### config.mk
export PLATFORM = sky130hd
export DESIGN_NAME = ucs_sys_ctrl
export DESIGN_NICKNAME = d
export VERILOG_FILES = /design/src/hdl/ucs_pkg.sv /design/src/hdl/ucs_irq_pin.sv /design/src/hdl/ucs_wake.sv /design/src/hdl/ucs_sys_ctrl.sv
export SDC_FILE = /design/constraint.sdc
export NUM_CORES = 1
export LEC_CHECK = 0
export BUFFER_PORTS_ARGS = -buffer_cell sky130_fd_sc_hd__buf_4
export CORE_UTILIZATION = 42
export CTS_BUF_LIST = sky130_fd_sc_hd__clkbuf_16
export DETAILED_ROUTE_END_ITERATION = 12
export HOLD_SLACK_MARGIN = 0.02
export PLACE_DENSITY = 0.74
export SLEW_MARGIN = 0
export SYNTH_ARGS = -nofsm -noshare
export SYNTH_HDL_FRONTEND = slang
export SYNTH_HIERARCHICAL = 1
export SYNTH_SLANG_ARGS = --single-unit
### constraint.sdc
create_clock -name pclk -period 3.8 [get_ports pclk]
set_input_delay 0.57 -clock pclk [delete_from_list [all_inputs] [get_ports pclk]]
set_output_delay 0.57 -clock pclk [all_outputs]
set_load 0.01 [all_outputs]
### src/hdl/ucs_pkg.sv
package ucs_pkg;

	// Register indices; the byte address on the bus is four times the index.
	localparam logic [7:0] UCS_IDX_SYS_CTRL   = 8'h11;
	localparam logic [7:0] UCS_IDX_IRQ_STATUS = 8'h20;
	localparam logic [7:0] UCS_IDX_IRQ_MASK   = 8'h21;
	localparam logic [7:0] UCS_IDX_FEATURE    = 8'h22;
	localparam logic [7:0] UCS_IDX_CTRL_STAT  = 8'h23;

	// Field positions of system_control.
	localparam int UCS_SC_POLARITY  = 7;
	localparam int UCS_SC_RWU_EN    = 6;
	localparam int UCS_SC_SUSP_IE   = 5;
	localparam int UCS_SC_RESET_IE  = 4;
	localparam int UCS_SC_SOFT_RST  = 3;
	localparam int UCS_SC_PULSE_SEL = 2;
	localparam int UCS_SC_GLOBAL_IE = 1;

	// Field positions of the feature register.
	localparam int UCS_FT_EXT_FEAT  = 0;
	localparam int UCS_FT_SUSP_PO   = 1;
	localparam int UCS_FT_SUSP_LOE  = 2;

	// Sticky event bits of the status and mask registers.
	localparam int UCS_EV_WAKE_DONE = 0;
	localparam int UCS_EV_PIN_IRQ   = 1;
	localparam int UCS_EV_IGNORED   = 2;
	localparam int UCS_EV_WIDTH     = 3;

	// Values after reset.
	localparam logic [7:0]            UCS_SC_RESET   = 8'h00;
	localparam logic [2:0]            UCS_FT_RESET   = 3'h0;
	localparam logic [UCS_EV_WIDTH-1:0] UCS_EV_RESET = 3'h0;

	// Pulse mode holds the interrupt pin active for this many clock periods.
	localparam logic [1:0] UCS_PULSE_CYCLES = 2'h2;

	// Wake-up sequencer states.
	typedef enum logic [1:0] {
		UCS_ST_IDLE   = 2'b01,
		UCS_ST_WAKING = 2'b10
	} ucs_wake_st_t;

endpackage

### src/hdl/ucs_irq_pin.sv
`timescale 1ns/1ns
module ucs_irq_pin (
	input  wire logic pclk,
	input  wire logic presetn,
	input  wire logic src_any,
	input  wire logic pulse_mode,
	input  wire logic polarity,
	output logic      pin,
	output logic      active
);
	import ucs_pkg::*;

	logic       src_q;
	logic       src_d;
	logic [1:0] cnt_q;
	logic [1:0] cnt_d;
	logic       act_q;
	logic       act_d;
	logic       pin_q;
	logic       pin_d;
	logic       rise;

	// Next state: in pulse mode a new source edge reloads the pulse counter.
	always_comb begin
		src_d = src_any;
		rise  = src_any & ~src_q;
		if (rise && pulse_mode) begin
			cnt_d = UCS_PULSE_CYCLES;
		end else if (cnt_q != 2'h0) begin
			cnt_d = cnt_q - 2'h1;
		end else begin
			cnt_d = 2'h0;
		end
		act_d = pulse_mode ? (cnt_d != 2'h0) : src_any;
		pin_d = polarity ? act_d : ~act_d;
	end

	// Registers; the pin idles high because the default polarity is active-low.
	always_ff @(posedge pclk or negedge presetn) begin
		if (!presetn) begin
			src_q <= 1'b0;
			cnt_q <= 2'h0;
			act_q <= 1'b0;
			pin_q <= 1'b1;
		end else begin
			src_q <= src_d;
			cnt_q <= cnt_d;
			act_q <= act_d;
			pin_q <= pin_d;
		end
	end

	assign pin    = pin_q;
	assign active = act_q;
endmodule

### src/hdl/ucs_wake.sv
`timescale 1ns/1ns
module ucs_wake (
	input  wire logic pclk,
	input  wire logic presetn,
	input  wire logic soft_write_one,
	input  wire logic suspended,
	input  wire logic ext_feature,
	input  wire logic susp_power_off,
	input  wire logic susp_low_out,
	input  wire logic local_wakeup_req,
	input  wire logic remote_wakeup_enable,
	output logic      wake_req,
	output logic      resume_signal,
	output logic      soft_reset_bit_set,
	output logic      ignored,
	output logic      waking,
	output logic      remote_wakeup_request_flag
);
	import ucs_pkg::*;

	ucs_wake_st_t st_q;
	ucs_wake_st_t st_d;
	logic         wake_q, wake_d;
	logic         res_q, res_d;
	logic         set_q, set_d;
	logic         ign_q, ign_d;
	logic         rwr_q, rwr_d;
	logic         allowed;

	// Next state of the soft-reset and remote wake-up sequencer.
	always_comb begin
		allowed = ext_feature & ~susp_power_off & ~susp_low_out;
		st_d    = st_q;
		wake_d  = 1'b0;
		res_d   = 1'b0;
		set_d   = 1'b0;
		ign_d   = 1'b0;
		rwr_d   = rwr_q & suspended;
		unique case (st_q)
			UCS_ST_IDLE: begin
				if (soft_write_one && !suspended) begin
					set_d = 1'b1;
				end else if (soft_write_one && allowed) begin
					wake_d = 1'b1;
					st_d   = UCS_ST_WAKING;
				end else if (soft_write_one) begin
					ign_d = 1'b1;
				end else if (local_wakeup_req && remote_wakeup_enable && suspended) begin
					wake_d = 1'b1;
					res_d  = 1'b1;
					rwr_d  = 1'b1;
				end
			end
			UCS_ST_WAKING: begin
				if (!suspended) begin
					set_d = 1'b1;
					st_d  = UCS_ST_IDLE;
				end
			end
		endcase
	end

	// Registers of the sequencer.
	always_ff @(posedge pclk or negedge presetn) begin
		if (!presetn) begin
			st_q   <= UCS_ST_IDLE;
			wake_q <= 1'b0;
			res_q  <= 1'b0;
			set_q  <= 1'b0;
			ign_q  <= 1'b0;
			rwr_q  <= 1'b0;
		end else begin
			st_q   <= st_d;
			wake_q <= wake_d;
			res_q  <= res_d;
			set_q  <= set_d;
			ign_q  <= ign_d;
			rwr_q  <= rwr_d;
		end
	end

	assign wake_req                   = wake_q;
	assign resume_signal              = res_q;
	assign soft_reset_bit_set                 = set_q;
	assign ignored                    = ign_q;
	assign waking                     = (st_q == UCS_ST_WAKING);
	assign remote_wakeup_request_flag = rwr_q;
endmodule

### src/hdl/ucs_sys_ctrl.sv
// The placing of the registers and the APB register port were chosen for this implementation.
`timescale 1ns/1ns
module ucs_sys_ctrl (
	input  wire logic        pclk,
	input  wire logic        presetn,
	input  wire logic        psel,
	input  wire logic        penable,
	input  wire logic        pwrite,
	input  wire logic [11:0] paddr,
	input  wire logic [31:0] pwdata,
	output logic      [31:0] prdata,
	output logic             pready,
	output logic             pslverr,
	input  wire logic        ep_flag_any,
	input  wire logic        missed_frame_start_flag,
	input  wire logic        bus_reset_flag,
	input  wire logic        suspend_flag,
	input  wire logic        suspended,
	input  wire logic        local_wakeup_req,
	output logic             interrupt_output_pin,
	output logic             ctrl_reset,
	output logic             wake_req,
	output logic             resume_signal,
	output logic             irq
);
	import ucs_pkg::*;

	////////////////////////////////////////////////////////////////////////////////
	// Bus decode.

	logic       access;
	logic       setup;
	logic       wr;
	logic       rd;
	logic [7:0] idx;
	logic       hit_sc;
	logic       hit_st;
	logic       hit_mk;
	logic       hit_ft;
	logic       hit_cs;
	logic       mapped;

	// The slave always answers in the first access cycle.
	always_comb begin
		idx    = paddr[9:2];
		hit_sc = (idx == UCS_IDX_SYS_CTRL);
		hit_st = (idx == UCS_IDX_IRQ_STATUS);
		hit_mk = (idx == UCS_IDX_IRQ_MASK);
		hit_ft = (idx == UCS_IDX_FEATURE);
		hit_cs = (idx == UCS_IDX_CTRL_STAT);
		mapped = (paddr[1:0] == 2'h0) && (paddr[11:10] == 2'h0) && (hit_sc | hit_st | hit_mk | hit_ft | hit_cs);
		setup  = psel & ~penable;
		access = psel & penable;
		wr     = access & pwrite & mapped;
		rd     = access & ~pwrite & mapped;
	end

	assign pready  = 1'b1;
	assign pslverr = access & ~mapped;

	////////////////////////////////////////////////////////////////////////////////
	// Registers written by software.

	logic [7:0]              sc_q, sc_d;
	logic                    srst_q, srst_d;
	logic [2:0]              ft_q, ft_d;
	logic [UCS_EV_WIDTH-1:0] mk_q, mk_d;
	logic [UCS_EV_WIDTH-1:0] st_q, st_d;
	logic                    soft_write_one;
	logic                    soft_reset_bit_set;
	logic                    ignored;
	logic                    waking;
	logic                    rwr_flag;
	logic                    pin_active;
	logic                    pin_active_q, pin_active_d;
	logic [UCS_EV_WIDTH-1:0] events;
	logic [31:0]             rdata_q, rdata_d;

	// Control register, feature register, mask and soft reset bit.
	always_comb begin
		sc_d           = sc_q;
		ft_d           = ft_q;
		mk_d           = mk_q;
		srst_d         = srst_q;
		soft_write_one = 1'b0;
		if (wr && hit_sc) begin
			sc_d = pwdata[7:0] & 8'hF6;
			if (pwdata[UCS_SC_SOFT_RST]) begin
				soft_write_one = 1'b1;
			end else begin
				srst_d = 1'b0;
			end
		end
		if (wr && hit_ft) begin
			ft_d = pwdata[2:0];
		end
		if (wr && hit_mk) begin
			mk_d = pwdata[UCS_EV_WIDTH-1:0];
		end
		if (soft_reset_bit_set) begin
			srst_d = 1'b1;
		end
	end

	// The control register itself survives soft reset so software can release it.
	always_ff @(posedge pclk or negedge presetn) begin
		if (!presetn) begin
			sc_q   <= UCS_SC_RESET;
			srst_q <= 1'b0;
			ft_q   <= UCS_FT_RESET;
			mk_q   <= UCS_EV_RESET;
		end else begin
			sc_q   <= sc_d;
			srst_q <= srst_d;
			ft_q   <= ft_d;
			mk_q   <= mk_d;
		end
	end

	assign ctrl_reset = srst_q;

	////////////////////////////////////////////////////////////////////////////////
	// Soft reset wake-up sequencer.

	ucs_wake u_wake (
		.pclk                       (pclk),
		.presetn                    (presetn),
		.soft_write_one             (soft_write_one),
		.suspended                  (suspended),
		.ext_feature                (ft_q[UCS_FT_EXT_FEAT]),
		.susp_power_off             (ft_q[UCS_FT_SUSP_PO]),
		.susp_low_out               (ft_q[UCS_FT_SUSP_LOE]),
		.local_wakeup_req           (local_wakeup_req),
		.remote_wakeup_enable       (sc_q[UCS_SC_RWU_EN]),
		.wake_req                   (wake_req),
		.resume_signal              (resume_signal),
		.soft_reset_bit_set                 (soft_reset_bit_set),
		.ignored                    (ignored),
		.waking                     (waking),
		.remote_wakeup_request_flag (rwr_flag)
	);

	////////////////////////////////////////////////////////////////////////////////
	// Interrupt pin toward the local processor.

	logic src_any;

	// Bus reset and suspend sources gated by their own enables; every source gated by the global enable.
	always_comb begin
		src_any = sc_q[UCS_SC_GLOBAL_IE] &
			(ep_flag_any | missed_frame_start_flag |
			(bus_reset_flag & sc_q[UCS_SC_RESET_IE]) |
			(suspend_flag & sc_q[UCS_SC_SUSP_IE]));
	end

	ucs_irq_pin u_pin (
		.pclk       (pclk),
		.presetn    (presetn),
		.src_any    (src_any),
		.pulse_mode (sc_q[UCS_SC_PULSE_SEL]),
		.polarity   (sc_q[UCS_SC_POLARITY]),
		.pin        (interrupt_output_pin),
		.active     (pin_active)
	);

	////////////////////////////////////////////////////////////////////////////////
	// Sticky event status; a read clears only the bits that it returned, and a new event wins over the clear.

	always_comb begin
		pin_active_d                = pin_active;
		events                      = '0;
		events[UCS_EV_WAKE_DONE]    = soft_reset_bit_set;
		events[UCS_EV_PIN_IRQ]      = pin_active & ~pin_active_q;
		events[UCS_EV_IGNORED]      = ignored;
		st_d                        = (rd && hit_st) ? ((st_q & ~rdata_q[UCS_EV_WIDTH-1:0]) | events)
		                                             : (st_q | events);
	end

	always_ff @(posedge pclk or negedge presetn) begin
		if (!presetn) begin
			st_q         <= UCS_EV_RESET;
			pin_active_q <= 1'b0;
		end else begin
			st_q         <= st_d;
			pin_active_q <= pin_active_d;
		end
	end

	assign irq = |(st_q & mk_q);

	////////////////////////////////////////////////////////////////////////////////
	// Read data is registered in the setup cycle and stands in the access cycle.

	always_comb begin
		rdata_d = rdata_q;
		if (setup) begin
			rdata_d = 32'h0000_0000;
			if (hit_sc) begin
				rdata_d[7:0] = {sc_q[7:4], srst_q, sc_q[2:1], 1'b0};
			end else if (hit_st) begin
				rdata_d[UCS_EV_WIDTH-1:0] = st_q;
			end else if (hit_mk) begin
				rdata_d[UCS_EV_WIDTH-1:0] = mk_q;
			end else if (hit_ft) begin
				rdata_d[2:0] = ft_q;
			end else if (hit_cs) begin
				rdata_d[3:0] = {rwr_flag, suspended, waking, srst_q};
			end
		end
	end

	always_ff @(posedge pclk or negedge presetn) begin
		if (!presetn) begin
			rdata_q <= 32'h0000_0000;
		end else begin
			rdata_q <= rdata_d;
		end
	end

	assign prdata = rdata_q;
endmodule

# Word level (Yosys, flattened, before mapping)
# Index checks and enable logic that the tools add are counted.
[word_totals]
out_inout_bits = 39
register_bits = 37
inputBits = 55
word_cells = 127
[classes]
addsub = 1
n_mux = 43
eq_ne = 11
bitwise = 35
reduce_logical = 20
[op_table]
columns = ["operator", "n"]
rows = [
  ["$eq 8x6->1 const B", 4],
  ["$mux 1", 29],
  ["$and 1x1->1", 15],
  ["$mux 3", 4],
  ["$mux 4", 3],
  ["$logic_and 1x1->1", 11],
  ["$mux 2", 5],
  ["$eq 8x5->1 const B", 1],
  ["$not 1->1", 8],
  ["$or 1x1->1", 7],
  ["$and 3x3->3", 2],
  ["$or 3x3->3", 2],
  ["$reduce_bool 2->1", 3],
  ["$logic_not 2->1", 2],
  ["$ne 2x1->1 const B", 2],
  ["$ne 2x2->1 const B", 2],
  ["$pmux 2 s2", 1],
  ["$not 3->3", 1],
  ["$reduce_and 3->1", 1],
  ["$reduce_or 3->1", 1],
  ["$eq 2x1->1 const B", 1],
  ["$eq 2x2->1 const B", 1],
  ["$pmux 1 s2", 1],
  ["$reduce_and 2->1", 1],
  ["2 further kinds", 2],
]

# Longest topological paths before layout
[depth]
ltp_word = 13
mapped_depth = 8
depth_no_buf = 7

# By module
# Netlist, hierarchy kept.
[by_module_without_submodules]
columns = ["module", "area_per_inst_um2", "cells_per_inst", "n_inst", "seq_area_each_um2"]
rows = [
  ["ucs_sys_ctrl", 1425.1, 119, 1, 625.6],
  ["ucs_wake", 272.8, 22, 1, 176.4],
  ["ucs_irq_pin", 201.4, 16, 1, 126.4],
]

# Least setup slack after synthesis
# No wires, ideal clock.
[synth_path]
path_type = "input-to-reg"
startpoint = "input paddr[3]"
endpoint = "register u_wake.rwr_q, in the netlist u_wake/remote_wakeup_request_flag"
t_required_ns = 3.682
path_stages = 8
setup_slack_ns = 1.816
setup_ns = 0.118
t_arrival_ns = 1.866
path_buffers = 1
cell_sequence = "buf_4 and4bb_2 nand2_1 nor2_2 and2_1 nand3b_1 nor2_1 a21o_1"
[synth_between]
elab_chain_len = 13
word_cells_on_any_way = 19
[synth_lines]
columns = ["item", "line_no", "text"]
rows = [
  ["start: declaration", "ucs_sys_ctrl.sv:9", "input wire logic [11:0] paddr,"],
  ["$eq 8x5->1 / $eq 8x6->1 (equally long branches)", "ucs_sys_ctrl.sv:46, ucs_sys_ctrl.sv:47", ""],
  ["$or 1x1->1 (4 in a row)", "ucs_sys_ctrl.sv:51", "mapped = (paddr[1:0] == 2'h0) && (paddr[11:10] == 2'h0) && (hit_sc | hit_st | hit_mk | hit_ft | hit_cs);"],
  ["$logic_and 1x1->1", "ucs_sys_ctrl.sv:51", ""],
  ["$and 1x1->1", "ucs_sys_ctrl.sv:54", "wr = access & pwrite & mapped;"],
  ["$logic_and 1x1->1 (*)", "ucs_sys_ctrl.sv:86", "if (wr && hit_sc) begin"],
  ["$mux 1 (*)", "ucs_sys_ctrl.sv:86", ""],
  ["via soft_write_one", "ucs_sys_ctrl.sv:69", "logic soft_write_one;"],
  ["$mux 1 / $logic_and 1x1->1 (equally long branches)", "ucs_wake.sv:46, ucs_wake.sv:43", ""],
  ["$mux 1", "ucs_wake.sv:43", "end else if (soft_write_one && allowed) begin"],
  ["$mux 1 (*)", "ucs_wake.sv:41", "if (soft_write_one && !suspended) begin"],
  ["$mux 1 (*)", "ucs_wake.sv:39", "unique case (st_q)"],
  ["via u_wake.rwr_d", "ucs_wake.sv:27", "logic rwr_q, rwr_d;"],
  ["end signal: assignment", "ucs_wake.sv:78", "rwr_q <= rwr_d;"],
  ["end: declaration", "ucs_wake.sv:27", ""],
]
# Mark *: on every way through the listed nets, which the timed path passes. The rest lies on a longest branch.
# A chain may end at the register's enable or synchronous reset.

# Worst setup path after layout
[layout_path]
startpoint = "input paddr[3]"
endpoint = "output pslverr"
[layout_between]
elab_chain_len = 8
word_cells_on_any_way = 12
[layout_lines]
columns = ["item", "line_no", "text"]
rows = [
  ["$eq 8x5->1 / $eq 8x6->1 (equally long branches)", "ucs_sys_ctrl.sv:46, ucs_sys_ctrl.sv:47", ""],
  ["$or 1x1->1 (3 in a row)", "ucs_sys_ctrl.sv:51", ""],
  ["$or 1x1->1 (*)", "ucs_sys_ctrl.sv:51", ""],
  ["$logic_and 1x1->1 (*)", "ucs_sys_ctrl.sv:51", ""],
  ["$not 1->1 (*)", "ucs_sys_ctrl.sv:59", "assign pslverr = access & ~mapped;"],
  ["$and 1x1->1 (*)", "ucs_sys_ctrl.sv:59", ""],
  ["end: declaration", "ucs_sys_ctrl.sv:13", "output logic pslverr,"],
]
# Every way passes the cells marked *; elsewhere a longest branch is shown, timed or not.

==> metrics.md <==
| Metric | Value |
|---|---|
| Status | complete, no violations |
| Via density | 5.13 |
| Detailed Routing Iterations Pass 1 | 4 |
| Switching Fraction | 23.8% |
| Final core utilization | 53.2% |
| Type of the worst setup path | in2out |
| Top cell type's share of synthesized area | 46.1% |
| Setup Skew | 0.00350 ns |
| Crit path DAT | 1.48 ns |
| Logic pwr share | 11.6% |
| CP Launch Type | input pin |
| CORE AREA | 0.00435 mm² |
| Worst-path clk slew | 0.05 ns |
| Largest cells by area after synthesis | dfrtp_1 46%, buf_4 10%, mux2_2 7.1% |
| Clock share of power | 42.0% |
| Fin worst setup slack | 1.75 ns |
| Synth area leader | dfrtp_1 |
| Num CTS Buffers | 5 |
| Worst slack, placed | 1.48 ns |
| Final setup fails | 0 |
| Vias | 1313 |
| H-tree Lvls | 2 |
| Syn Inst Count | 157 |
| Sum Neg Setup Slack | 0 ns |
| Synth Register Bits | 37 |
| Fin crit share | 53.9% |
| Fmax achieved | 488 MHz |
| Async set-or-reset flop fraction in the synthesized netlist | 100% |
| Worst-margin pin slew | 0.592 ns |
| Reg2reg path depth | 4 |
| CTS root buffer | clkbuf_16 |
| # rows | 24 |
| First-pass GRT wire length | 6010 µm |
| Layout cells sized above 1 | 39.2% |
| Die width | 69.2 µm |
| Ports | 94 |
| Most used DFF post-synth | dfrtp_1 |
| Avg WL per Cell | 14.4 µm |
| Cell Area, Synth | 0.00190 mm² |
| Commonest cells post-synth | 35 x dfrtp_1, 26 x buf_4, 12 x mux2_2, 10 x nand2_1, 9 x nor2_1 |
| Hold buffers post-CTS | 0 |
| Final hold slack | 0.245 ns |
| Initial Util | 43.6% |
| Max-cap viol count | 0 |
| Maximum fanout along the worst path | 8 |
| Avg Cell Area, Syn | 12.1 µm² |
| Synth unique cells | 38 |
| Largest net degree at the start of global routing | 38 |
| # port buffers | 44 |
| Area after DPL | 0.00218 mm² |
| Sequential Power Share | 46.4% |
| Post-synth EDFFs | 0 |
| Post-CTS resize count | 0 |
| Slew margin rel. | 60.4% |
| Final RePlAce weighted congestion | 0.783 |
| Grt total ovfl | 0 |
| Post-CTS Repair Setup Buffers | 0 |
| GRT Util Overall | 16.3% |
| Antenna fix cells | 0 |
| Die Y-Extent | 69.2 µm |
| VDD IR max | 326 µV |
| Post-detail-place hpwl | 2700 µm |
| Most frequent cell after synthesis | dfrtp_1 |
| Clk sinks | 37 |
| Power Density | 397 mW/mm² |
| Post-layout min period | 2.05 ns |
| Design Area, Final | 0.00231 mm² |
| Syn-to-layout area delta | 21.9% |
| Nets@finish | 258 |
| Final hold violation count | 0 |
| Pint | 701 µW |
| CTS tree | yes |
| RSZ-0062 raised after global routing | false |
| Initial antenna violation count | 0 |
| Number of antenna-violating nets in the routed design | 0 |
| Final Slew Violations | 0 |
| Routed WL | 3690 µm |
| Worst-case clock buffer depth | 2 |
| Crit path required time | 3.23 ns |
| Initial drt markers | 44 |
| Synthesis warning total | 6 |
| Critical path capture point type | primary output |
| Die area | 0.00479 mm² |
| Sequential cell area fraction in the yosys report | 48.9% |
| Sw power | 219 µW |
| Clk Latency, worst-skew pair | 0.28 ns |
| Vias in the first global route | 1233 |
| Worst min-delay path class | in2async |
| Drt drc | 0 |
| Static Leak | 1.16 nW |
## flip-flops by register name, indices dropped and copies added (netlist names), 2 cells and up
signal	cells
ft_q	3
prdata	8
sc_q	6
u_pin/cnt_q	2
mk_q	3
u_wake/st_q	2
st_q	3
## stage by stage
stage | std cells | power (mW)
after floorplan | 180 | 0.510
after global placement | 248 | 0.536
after detailed placement | 248 | 0.540
after CTS | 256 | 0.927
after global routing | 256 | 0.953
final | 256 | 0.919
## layout make-up
type                       count  area (µm²)
clock buffer                   5         125
clock inverter                 3        12.5
fill                         399        2040
inverter                       2        7.51
multi-input combinational    113         846
sequential                    37         928
tap                           52        65.1
timing repair buffer          44         330
## critical path: stages
cell and delay (ns):
buf_4 0.15, and4bb_2 0.31, nand3_1 0.11, nand2b_1 0.10, a31oi_1 0.08, buf_4 0.16
## placed cells by master, fill, tap and decap left out, types with 3 or more instances in the layout
cell and count:
a21o_1 5, a21oi_1 4, a221o_1 4, a22o_1 7
buf_4 44, clkbuf_16 5, conb_1 25, dfrtp_1 35
mux2_2 12, mux4_2 3, nand2_1 10, nand3_1 3
nor2_1 9, nor3b_1 4
## final timing paths
check | startpoint | to | slack (ns)
max in group asynchronous | presetn | u_pin/pin$_DFF_PN1_ | 3.20
worst min-delay path | presetn | prdata[0]$_DFFE_PN0P_ | 0.24
worst min register to register | u_pin/active$_DFF_PN0_ | pin_active_q$_DFF_PN0_ | 0.38
worst max-delay path | paddr[3] | pslverr | 1.75
worst max register to register | u_wake/st_q[0]$_DFFE_PN1P_ | prdata[1]$_DFFE_PN0P_ | 2.18
min in group pclk | u_pin/active$_DFF_PN0_ | pin_active_q$_DFF_PN0_ | 0.38
## power by group through the flow
stage,sequential (mW),combinational [mW],clock (mW)
after CTS,0.426,0.107,0.394
final,0.427,0.107,0.386
after detailed placement,0.433,0.107,0
after global routing,0.429,0.116,0.408
after global placement,0.432,0.105,0
after floorplan,0.430,0.0804,0
## logic make-up (layout without fill, tap and decap cells)
family / after synthesis / count (layout) / share of synthesized area [%]
and+or+nand+nor: 48 / 48 / 18.4
DFF: 37 / 37 / 48.9
buffers and inverters: 30 / 54 / 11.1
AOI/OAI and AO/OA: 25 / 25 / 10.5
muxes: 15 / 15 / 10.7
other: 2 / 25 / 0.395
## metal layers
layer	part of all wire, %	routed length (µm)	global-route usage, %
met2	46	1720	24.5
met3	6.5	240	5.81
met5	0	0	0
met4	0.84	31	6.58
met1	46	1710	21.6
Note: power is estimated with default switching activity, not from simulation.
